===== config.mk =====
export PLATFORM = sky130hd
export DESIGN_NAME = line_status_interrupt_flags
export DESIGN_NICKNAME = d
export VERILOG_FILES = /design/src/rtl/line_status_pkg.sv /design/src/rtl/flag_event_if.sv /design/src/rtl/live_flag_event.sv /design/src/rtl/line_status_interrupt_flags.sv
export SDC_FILE = /design/constraint.sdc
export NUM_CORES = 1
export LEC_CHECK = 0
export BUFFER_PORTS_ARGS = -buffer_cell sky130_fd_sc_hd__buf_2
export CORE_ASPECT_RATIO = 1.2
export CORE_MARGIN = 8
export CORE_UTILIZATION = 32
export DETAILED_ROUTE_END_ITERATION = 8
export PLACE_DENSITY = 0.59
export REMOVE_ABC_BUFFERS = 1
export SLEW_MARGIN = 20
export SYNTH_ARGS = -nofsm -noshare
export SYNTH_HDL_FRONTEND = slang
export SYNTH_SLANG_ARGS = --single-unit

===== constraint.sdc =====
create_clock -name ref_clk -period 4.9 [get_ports ref_clk]
set_clock_uncertainty 0.1 [all_clocks]
set_input_delay 0.98 -clock ref_clk [delete_from_list [all_inputs] [get_ports ref_clk]]
set_output_delay 0.98 -clock ref_clk [all_outputs]
set_load 0.02 [all_outputs]

===== src/rtl/line_status_pkg.sv =====
// constants for the line status and interrupt flag block
package line_status_pkg;

   // register offsets on the control interface
   localparam logic [7:0] LINE_STATUS_0_OFS      = 8'h17;
   localparam logic [7:0] LINE_STATUS_1_OFS      = 8'h18;
   localparam logic [7:0] INTERRUPT_STATUS_0_OFS = 8'h19;
   localparam logic [7:0] INTERRUPT_STATUS_1_OFS = 8'h1a;

   // line_status_0 bit positions
   localparam int EQ_RANGE_BIT      = 7;
   localparam int LB_ACTIVATE_BIT   = 6;
   localparam int LB_DEACTIVATE_BIT = 5;
   localparam int PATTERN_SYNC_BIT  = 4;
   localparam int TX_CLOCK_LOSS_BIT = 3;
   localparam int DRIVER_FAIL_BIT   = 2;
   localparam int ALARM_IND_BIT     = 1;
   localparam int SIGNAL_LOSS_BIT   = 0;

   // line_status_1 field layout
   localparam int REMOTE_LOOP_BIT  = 5;
   localparam int ATTEN_LSB        = 0;
   localparam int ATTEN_WIDTH      = 5;
   localparam logic [1:0] LINE_STATUS_1_RSVD = 2'h0;

   // interrupt_status_1 bit positions
   localparam int AMP_OVERFLOW_BIT  = 7;
   localparam int JA_OVERFLOW_BIT   = 6;
   localparam int JA_UNDERFLOW_BIT  = 5;
   localparam int PATTERN_ERROR_BIT = 4;
   localparam int EXCESS_ZEROS_BIT  = 3;
   localparam int CODE_VIOL_BIT     = 2;
   localparam int SECOND_TIMER_BIT  = 1;
   localparam int CNT_OVERFLOW_BIT  = 0;

   // reset values and the data read from unmapped offsets
   localparam logic [7:0] FLAGS_RESET   = 8'h00;
   localparam logic [7:0] RD_DATA_RESET = 8'h00;
   localparam logic [7:0] UNMAPPED_DATA = 8'h00;

   // transmit clock loss: idle master clock cycles tolerated
   localparam int TX_CLOCK_LOSS_CYCLES = 70;

endpackage


===== src/rtl/flag_event_if.sv =====
// carrier between a live status flag and its event detector
`timescale 1ns/10ps
interface flag_event_if;
   logic live;
   logic mask;
   logic edgeSel;
   logic event_;

   modport detector (
      input  live,
      input  mask,
      input  edgeSel,
      output event_
   );

   modport source (
      output live,
      output mask,
      output edgeSel,
      input  event_
   );
endinterface


===== src/rtl/live_flag_event.sv =====
// turns one live status flag into a one-cycle interrupt event pulse
`timescale 1ns/10ps
module live_flag_event (
   input  wire logic        ref_clk, // master clock
   input  wire logic        srst,    // synchronous reset, high
   flag_event_if.detector   flag     // live flag in, event out
);

   typedef struct packed {
      logic prev;
      logic event_;
   } state_s;

   state_s state_q;
   state_s state_d;

   always_comb begin
      state_d      = state_q;
      state_d.prev = flag.live;
      // masked flag never raises an event; edge select picks rise only or any change
      state_d.event_ = !flag.mask &&
                       (flag.edgeSel ? (flag.live != state_q.prev)
                                     : (flag.live && !state_q.prev));
   end

   always_ff @(posedge ref_clk) begin
      if (srst) begin
         state_q <= '0;
      end else begin
         state_q <= state_d;
      end
   end

   assign flag.event_ = state_q.event_;

endmodule


===== src/rtl/line_status_interrupt_flags.sv =====
// line status registers and clear-on-read interrupt flags of the line interface
//
// Contract
// - status0 bit1 shows live alarm indication
// - alarm interrupt on rise or any change
// - status0 bit0 shows live signal loss
// - loss interrupt on rise or any change
// - status1 bit5 remote loopback, bits7-6 zero
// - status1 bits4-0 carry attenuation code
// - reading interrupt status 0 clears it
// - reading interrupt status 1 clears it
// - int0 bit7 latches equalizer range event
// - int0 bit6 latches loopback activate event
// - int0 bit5 latches loopback deactivate event
// - int0 bit4 latches pattern sync event
// - int0 bit3 latches transmit clock loss
// - int0 bit2 latches driver failure event
// - int0 bits1,0 latch alarm, loss events
// - int1 bit7 latches amplitude overflow
// - int1 bits6,5 latch jitter over/underflow
// - int1 bit4 latches pattern error
// - int1 bit3 latches excess zeros
// - int1 bit2 latches code violation
// - int1 bit1 latches second timer expiry
// - int1 bit0 latches counter overflow
// - clock loss after 70 idle cycles
`timescale 1ns/10ps
module line_status_interrupt_flags #(
   parameter int TxLossCycles = line_status_pkg::TX_CLOCK_LOSS_CYCLES
) (
   input  wire logic       ref_clk,                       // master clock, 200 MHz
   input  wire logic       srst,                          // synchronous reset, high
   // control interface read port
   input  wire logic [7:0] regAddr,                       // register offset
   input  wire logic       regRd,                         // one-cycle read strobe
   output logic [7:0]      regRdData_q,                   // read data, next cycle
   output logic            regRdValid_q,                  // read data valid pulse
   // live line conditions from the detectors
   input  wire logic       alarm_indication_live,         // alarm in receive path
   input  wire logic       signal_loss_live,              // loss on receive pair
   input  wire logic       equalizer_out_of_range,        // equalizer status
   input  wire logic       loopback_activate_live,        // activate code status
   input  wire logic       loopback_deactivate_live,      // deactivate code status
   input  wire logic       pattern_sync_live,             // pattern checker in sync
   input  wire logic       driver_failure_live,           // line driver short
   input  wire logic       transmit_clock_in,             // transmit clock pin
   input  wire logic       remote_loopback_active,        // remote loopback on
   input  wire logic [4:0] attenuation_code,              // cable loss band
   // per-flag masks and edge selects, bit order as line_status_0
   input  wire logic [7:0] statusMask,                    // 1 masks the event
   input  wire logic [7:0] statusEdgeSel,                 // 1 = any change
   // event pulses for interrupt_status_1
   input  wire logic       amplitude_overflow_event,      // waveform overflow
   input  wire logic       jitter_buffer_overflow_event,  // jitter buffer over
   input  wire logic       jitter_buffer_underflow_event, // jitter buffer under
   input  wire logic       pattern_error_event,           // pattern logic error
   input  wire logic       excess_zeros_event,            // excessive zeros
   input  wire logic       code_violation_event,          // code violation
   input  wire logic       second_timer_event,            // one-second tick
   input  wire logic       counter_overflow_event,        // error counter wrap
   // outputs
   output logic            transmit_clock_loss_live_q,    // live clock loss flag
   output logic            irq_q                          // interrupt request, high
);

   localparam int CntWidth = $clog2(TxLossCycles + 2);

   // counter width follows the limit; refuse limits outside 1 to 4095
   if (TxLossCycles < 1 || TxLossCycles > 4095) begin : g_bad_loss
      $error("TxLossCycles out of range");
   end

   typedef logic [CntWidth-1:0] count_t;

   localparam count_t LossLimit = count_t'(TxLossCycles);

   typedef struct packed {
      logic [7:0] intFlags0;
      logic [7:0] intFlags1;
      logic [7:0] rdData;
      logic       rdValid;
      logic       irq;
      logic       txClkPrev;
      count_t     txIdleCount;
      logic       txClkLoss;
   } state_s;

   state_s state_q;
   state_s state_d;

   // one event detector per line_status_0 bit
   logic [7:0] liveVec;
   logic [7:0] statusEvent;

   always_comb begin
      liveVec                                      = '0;
      liveVec[line_status_pkg::EQ_RANGE_BIT]       = equalizer_out_of_range;
      liveVec[line_status_pkg::LB_ACTIVATE_BIT]    = loopback_activate_live;
      liveVec[line_status_pkg::LB_DEACTIVATE_BIT]  = loopback_deactivate_live;
      liveVec[line_status_pkg::PATTERN_SYNC_BIT]   = pattern_sync_live;
      liveVec[line_status_pkg::TX_CLOCK_LOSS_BIT]  = state_q.txClkLoss;
      liveVec[line_status_pkg::DRIVER_FAIL_BIT]    = driver_failure_live;
      liveVec[line_status_pkg::ALARM_IND_BIT]      = alarm_indication_live;
      liveVec[line_status_pkg::SIGNAL_LOSS_BIT]    = signal_loss_live;
   end

   flag_event_if flagIf [8] ();

   genvar gi;
   generate
      for (gi = 0; gi < 8; gi++) begin : g_flag
         assign flagIf[gi].live    = liveVec[gi];
         assign flagIf[gi].mask    = statusMask[gi];
         assign flagIf[gi].edgeSel = statusEdgeSel[gi];
         assign statusEvent[gi]    = flagIf[gi].event_;

         live_flag_event u_event (
            .ref_clk (ref_clk),
            .srst    (srst),
            .flag    (flagIf[gi])
         );
      end
   endgenerate

   // address decode for clear-on-read of both interrupt status registers
   function automatic logic isReadOf(input logic       rd,
                                     input logic [7:0] addr,
                                     input logic [7:0] ofs);
      isReadOf = rd && (addr == ofs);
   endfunction

   logic [7:0] lineStatus0;
   logic [7:0] lineStatus1;
   logic [7:0] events1;
   logic       rdInt0;
   logic       rdInt1;

   always_comb begin
      lineStatus0 = liveVec;
      lineStatus1 = {line_status_pkg::LINE_STATUS_1_RSVD,
                     remote_loopback_active,
                     attenuation_code};

      events1                                      = '0;
      events1[line_status_pkg::AMP_OVERFLOW_BIT]   = amplitude_overflow_event;
      events1[line_status_pkg::JA_OVERFLOW_BIT]    = jitter_buffer_overflow_event;
      events1[line_status_pkg::JA_UNDERFLOW_BIT]   = jitter_buffer_underflow_event;
      events1[line_status_pkg::PATTERN_ERROR_BIT]  = pattern_error_event;
      events1[line_status_pkg::EXCESS_ZEROS_BIT]   = excess_zeros_event;
      events1[line_status_pkg::CODE_VIOL_BIT]      = code_violation_event;
      events1[line_status_pkg::SECOND_TIMER_BIT]   = second_timer_event;
      events1[line_status_pkg::CNT_OVERFLOW_BIT]   = counter_overflow_event;

      rdInt0 = isReadOf(regRd, regAddr, line_status_pkg::INTERRUPT_STATUS_0_OFS);
      rdInt1 = isReadOf(regRd, regAddr, line_status_pkg::INTERRUPT_STATUS_1_OFS);
   end

   always_comb begin
      state_d = state_q;

      // idle counter saturates one past the limit
      state_d.txClkPrev = transmit_clock_in;
      if (transmit_clock_in != state_q.txClkPrev) begin
         state_d.txIdleCount = '0;
      end else if (state_q.txIdleCount <= LossLimit) begin
         state_d.txIdleCount = state_q.txIdleCount + count_t'(1);
      end
      // more than the limit without a toggle
      state_d.txClkLoss = (state_d.txIdleCount > LossLimit);

      state_d.intFlags0 = (rdInt0 ? 8'h00 : state_q.intFlags0) | statusEvent;
      state_d.intFlags1 = (rdInt1 ? 8'h00 : state_q.intFlags1) | events1;

      state_d.irq = |{state_d.intFlags0, state_d.intFlags1};

      // read data returns pre-clear flags; unmapped offsets read zero
      state_d.rdValid = regRd;
      state_d.rdData  = state_q.rdData;
      if (regRd) begin
         case (regAddr)
            line_status_pkg::LINE_STATUS_0_OFS: begin
               state_d.rdData = lineStatus0;
            end
            line_status_pkg::LINE_STATUS_1_OFS: begin
               state_d.rdData = lineStatus1;
            end
            line_status_pkg::INTERRUPT_STATUS_0_OFS: begin
               state_d.rdData = state_q.intFlags0;
            end
            line_status_pkg::INTERRUPT_STATUS_1_OFS: begin
               state_d.rdData = state_q.intFlags1;
            end
            default: begin
               state_d.rdData = line_status_pkg::UNMAPPED_DATA;
            end
         endcase
      end
   end

   always_ff @(posedge ref_clk) begin
      if (srst) begin
         state_q.intFlags0   <= line_status_pkg::FLAGS_RESET;
         state_q.intFlags1   <= line_status_pkg::FLAGS_RESET;
         state_q.rdData      <= line_status_pkg::RD_DATA_RESET;
         state_q.rdValid     <= 1'b0;
         state_q.irq         <= 1'b0;
         state_q.txClkPrev   <= 1'b0;
         state_q.txIdleCount <= '0;
         state_q.txClkLoss   <= 1'b0;
      end else begin
         state_q <= state_d;
      end
   end

   assign regRdData_q                = state_q.rdData;
   assign regRdValid_q               = state_q.rdValid;
   assign irq_q                      = state_q.irq;
   assign transmit_clock_loss_live_q = state_q.txClkLoss;

endmodule


==> results of run 1 <==
## worst min-delay path: stages (launching register included)
cell,delay (ps)
dfxtp_1,330
nand2_1,50
o31ai_1,50
## Yosys cell counts (4+ instances only)
library cell	n	area, um2
a2111oi_0	5	43.8
a21oi_1	19	95.1
nand3_1	4	20.0
ha_1	10	125
inv_1	13	48.8
dfxtp_1	51	1020
nand2b_1	4	25.0
a22o_1	6	52.6
nor4_1	8	50.1
buf_4	10	75.1
nor2b_1	12	75.1
mux2i_1	9	90.1
nand2_1	7	26.3
nor3_1	5	25.0
nor2_1	29	109
xnor2_1	5	43.8
o22ai_1	6	37.5
a22oi_1	6	45.0
clkbuf_1	5	18.8
## sequential cells by signal, indices dropped and copies added (netlist names)
register and count:
irq_q 1, regRdData_q 8, state_q 24, g_flag.u_event.state_q 8, transmit_clock_loss_live_q 1, regRdValid_q 1, g_flag.u_event.flag.event_ 8
## layer usage
metal  vias up  share of wire, %
met2        60                47
met4         0              0.79
met3         4               7.7
met1       911                45
li1       1004                 -
met5         -                 0
## report_power, final
part / switching [mW] / internal (mW) / leakage (nW) / total [mW]
combinational: 0.0446 / 0.0395 / 0.693 / 0.0841
clock: 0.142 / 0.152 / 0.0581 / 0.294
sequential: 0.0129 / 0.431 / 0.419 / 0.444
total: 0.200 / 0.623 / 1.17 / 0.823
## worst paths after layout
check,from,end,slack [ps],cells after the start
min reg2reg,regRdData_q[6],regRdData_q[6],360,2
min,regRdData_q[6],regRdData_q[6],360,2
max,regAddr[1],irq_q,2790,5
max reg2reg,state_q[1],transmit_clock_loss_live_q,3120,5
## cell usage in the layout, fill, tap and decap left out, drive strengths merged, types with 6 or more instances in the layout
master / instances
nor2b: 12
nand3: 6
o22ai: 6
a22o: 6
buf: 59
nor4: 8
nor2: 30
dfxtp: 51
nand2: 8
mux2i: 9
inv: 13
a21oi: 20
ha: 10
a22oi: 6
## layout make-up
type	instances	area, um2	area share, %
Clock buffer	5	68.8	2.46
Clock inverter	3	43.8	1.57
Inverter	13	48.8	1.75
Multi-Input combinational cell	170	1200	43.1
Sequential cell	51	1020	36.6
Tap cell	90	113	4.03
Timing Repair Buffer	59	295	10.6
## stage by stage
step,setup WS (ps),hold slack (ps),instance area (um2)
finish,2790,361,2790
global route,2640,389,2790
CTS,2780,367,2790
detailed placement,2450,348,2680
global placement,2490,346,2680
floorplan,2770,337,2270
## kinds of logic after synthesis
family,count (synthesis)
muxes,10
AOI/OAI and AO/OA,56
and+or+nand+nor,89
DFF,51
xor gates and xnor gates,5
buffers and inverters,29
adders and majority gates,10
==> run_results.csv, run 1 <==
group,metric,value,unit
cts,clockBufferDepth,2,
yosys,syn_inst,250,
run_status,status,"finished clean",
placement,place_congestion,0.829,
pwr,p_total,823,uW
yosys,ys_types,49,
final_layout,n_fill_cell,749,
sta,rsz0062_at_grt,"false",
yosys,netlist_area,0.00237,mm2
detailed_routing,via_count,1979,
global_routing,met1_usage,14.6,%
sta,tightest_slew,676,ps
sta,relSlewSlack,55.0,%
yosys,synthMuxAreaShare,4.27,%
critical_path,cp-end-kind,"register",
critical_path,cp_data_arrival_time,2190,ps
critical_path,cp_slowest_cell,"and4bb_1",
detailed_routing,firstDrtPassIters,4,
final_layout,post-route-util,38.6,%
die,initial_core_util,32.8,%
yosys,synthAdderAreaFrac,5.28,%
cts,cts_made_buffers,5,
final_layout,fin_nets,359,
cts,clk_latency,310,ps
die,row_count,34,
critical_path,cpPeakStageDelay,520,ps
die,coreArea,0.00723,mm2
critical_path,path_delay_family,"simple AND/OR/NAND/NOR gates",
global_routing,grt_pass1_wl,9.67,mm
sta,final-hold-violation-count,0,
sta,min_period,2110,ps
placement,hpwl,4.58,mm
cts,root_buffer,"clkbuf_8",
yosys,syn_area_per_cell,9.48,um2
global_routing,antenna_found_initial,0,
die,die_w,94.6,um
placement,dp_cells,383,
yosys,ys_seq_elements,51,
cts,cts_setup_buffers,0,
critical_path,worstSetupPathType,"input port to register",
sta,fin_crit_sh,43.1,%
yosys,synth_edf_count,0,
detailed_routing,drt-total-wl,5.86,mm
yosys,synth.yosys.seq_area_share,43.1,%
global_routing,top_usage_layer,"met2",
run,max_cap_viol_count,0,
pwr,p_leak,1.17,nW
sta,drv_slew,0,
detailed_routing,ant_nets,0,
yosys,synth-xor-area-share,1.85,%
die,die_height,110,um
global_routing,met2_usage,19.1,%
sta,fmax,473,MHz
critical_path,required,4980,ps
cts,cts.repair.resized,0,
global_routing,grt_start_max_net_pins,39,
die,dieArea,0.0104,mm2
yosys,ys_warn_count,0,
detailed_routing,viasPerCell,5.06,
placement,io_buffers,59,
final_layout,antenna_cells,0,
final_layout,layout-drive-gt1-share,25.9,%
sta,fin_tns_setup,0,ps
yosys,ys.flop_type,"dfxtp_1",
yosys,synth_top_family_by_area,"simple AND/OR/NAND/NOR gates",
critical_path,critPathBufInv,1,
worst_hold_path,hp-class,"register to register",
cts,h-tree-depth,2,
detailed_routing,drt_iter0_markers,89,
global_routing,grtUsageMet3,3.12,%
global_routing,overflow,0,
cts,cts-hold-fix-buffers,0,
final_layout,final_cells,391,
global_routing,grt_pass1_vias,2014,
yosys,synthSimpleGateAreaFrac,22.6,%
final_layout,syn_to_final_growth,17.8,%
critical_path,path_max_fanout,10,
pwr,peakVddDrop,113,uV
cts,cts_num_sinks,51,
yosys,synth_compound_area_share,16.7,%
detailed_routing,wl_per_cell,15.0,um
global_routing,track_usage,11.6,%
yosys,async_flop_share,0,%
pwr,power_density,295,mW/mm2
cts,clkTransAtPathRegs,100,ps
sta,setup-violations-final,0,
cts,cts_tree,"yes",
detailed_routing,drc,0,
critical_path,path_cells,"buf_2 -> and4bb_1 -> nand3_4 -> a221oi_2 -> nor2_1",
die,ios,60,
critical_path,start_kind,"input port",
No activity file was read; power rests on OpenSTA's default activity.
==> inputs of run 2 (changes only) <==
clock period = 2.1 ns   (was 4.9 ns; I/O delays follow)
==> run 2 against run 1 <==
  * Total power grew 140%
  * Clock-buffer cell count is 1 higher
  * Sequential share of layout area fell by 0.26 points
  * Hold slack got worse by 190 ps
  * Highest routed layer unchanged
  * Final area grew 0.72%
  * Register-to-register slack worse by 2800 ps
  * First-iteration DRC count up 98%
  * Global-route usage up 0.14 points
  * Largest cell class unchanged
  * Routed wire length increased by 0.50%
==> run_results.csv, run 2 (synthesis gave the netlist of run 1 again) <==
group,metric,value,unit
detailed_routing,wl_met1,2.63,mm
placement,dpl_cell_area,0.00270,mm2
detailed_routing,dr_wl_met3,463,um
critical_path,worstSetupPathType,"register to register",
pwr,p_total,1.94,mW
final_layout,mostFrequentLayoutCells,"59 x buf_2, 51 x dfxtp_1, 29 x nor2_1, 19 x a21oi_1, 13 x inv_1",
sta,tightest_slew,531,ps
detailed_routing,via_count,1992,
cts,clk_latency,310,ps
cts,cts_tree,"yes",
sta,hold_ws,171,ps
run_status,status,"finished clean",
global_routing,grt_start_max_net_pins,22,
pwr,power_density,689,mW/mm2
global_routing,overflow,0,
detailed_routing,viasPerCell,5.07,
cts,cts_num_sinks,51,
global_routing,grt_pass1_vias,1971,
global_routing,grt_pass1_wl,9.60,mm
pwr,p_leak,1.18,nW
worst_hold_path,hold_end,"g_flag[7].u_event.flag.event_",
cts,cts_made_buffers,5,
sta,relSlewSlack,64.5,%
final_layout,mostFrequentLayoutCell,"buf_2",
sta,finalWorstSetupSlack,312,ps
placement,place_congestion,0.823,
sta,drv_slew,0,
worst_hold_path,hp-class,"input port to register",
detailed_routing,wl_per_cell,15.0,um
pwr,peakVddDrop,248,uV
cts,cts_setup_buffers,0,
sta,fmax,559,MHz
detailed_routing,highest_layer,"met4",
final_layout,final_cells,393,
detailed_routing,firstDrtPassIters,6,
critical_path,startpoint,"state_q[1]",
final_layout,syn_to_final_growth,18.6,%
critical_path,reg2reg_slack,310,ps
sta,min_period,1790,ps
die,die_height,110,um
critical_path,path_max_fanout,6,
sta,fin_tns_setup,0,ps
placement,dp_cells,385,
final_layout,layout-drive-gt1-share,26.4,%
critical_path,r2r.worst_path.cells,5,
sta,fin_crit_sh,85.1,%
cts,clockBufferDepth,2,
placement,io_buffers,59,
die,ios,60,
final_layout,regMostFlops,"state_q",
final_layout,fin_nets,361,
final_layout,post-route-util,38.9,%
die,coreArea,0.00723,mm2
detailed_routing,ant_nets,0,
placement,hpwl,4.65,mm
detailed_routing,drt-total-wl,5.89,mm
detailed_routing,drc,0,
sta,rsz0062_at_grt,"false",
die,die_w,94.6,um
cts,root_buffer,"clkbuf_8",
critical_path,r2r-start,"state_q[1]",
sta,setup-violations-final,0,
global_routing,track_usage,11.8,%
cts,cts-hold-fix-buffers,0,
die,initial_core_util,32.8,%
detailed_routing,drt_iter0_markers,176,
final_layout,final_area,0.00281,mm2
worst_hold_path,holdCritStartpoint,"statusMask[7]",
cts,clkTransAtPathRegs,100,ps
run,max_cap_viol_count,0,
critical_path,reg2reg_to,"transmit_clock_loss_live_q",
critical_path,cp-end-kind,"register",
global_routing,antenna_found_initial,0,
cts,h-tree-depth,2,
critical_path,cp_data_arrival_time,1880,ps
placement,dp_slack,252,ps
sta,final-hold-violation-count,0,
critical_path,start_kind,"register",
final_layout,largest_reg_flops,24,
detailed_routing,route.met2.wl,2.73,mm
die,row_count,34,
worst_hold_path,hold_path_depth,2,
critical_path,required,2190,ps
cts,cts.repair.resized,0,
die,dieArea,0.0104,mm2
final_layout,antenna_cells,0,
==> run 2: cell types whose count changed in the layout (fill, tap and decap cells not counted), sizes merged <==
cell    change
clkbuf      +1
buf         +2
clkinv      -1
==> run 2: cell type report <==
| cell class | count | area (um2) |
|---|---|---|
| fill | 766 | 4420 |
| multi-input combinational | 170 | 1200 |
| sequential | 51 | 1020 |
| timing repair buffer | 61 | 310 |
| tap | 90 | 113 |
| clock buffer | 6 | 82.6 |
| inverter | 13 | 48.8 |
| clock inverter | 2 | 35.0 |
==> run 2: how the worst max path moves through the flow <==
stage                            endpoint  depth (start not counted)
3_3_place_gp                        irq_q                          5
2_1_floorplan  transmit_clock_loss_live_q                          5
3_5_place_dp                        irq_q                          5
5_1_grt        transmit_clock_loss_live_q                          5
4_1_cts        transmit_clock_loss_live_q                          5
6_report       transmit_clock_loss_live_q                          5
==> run 2: critical path, cell delays in order, from the launching register on <==
cell and delay, ps:
dfxtp_1 380, ha_1 280, and4b_4 220, or3_1 300
a32o_1 270, o2bb2ai_1 120
==> run 2: layer usage <==
metal | track usage (%) | vias to the layer above
met5 | 0 | -
li1 | - | 1002
met4 | 4.02 | 0
met3 | 3.25 | 6
met1 | 14.5 | 922
met2 | 19.4 | 62
==> run 2: report_power, final <==
group	internal, mW	switching (mW)
Combinational	0.0944	0.106
Clock	0.386	0.314
Sequential	1.01	0.0301
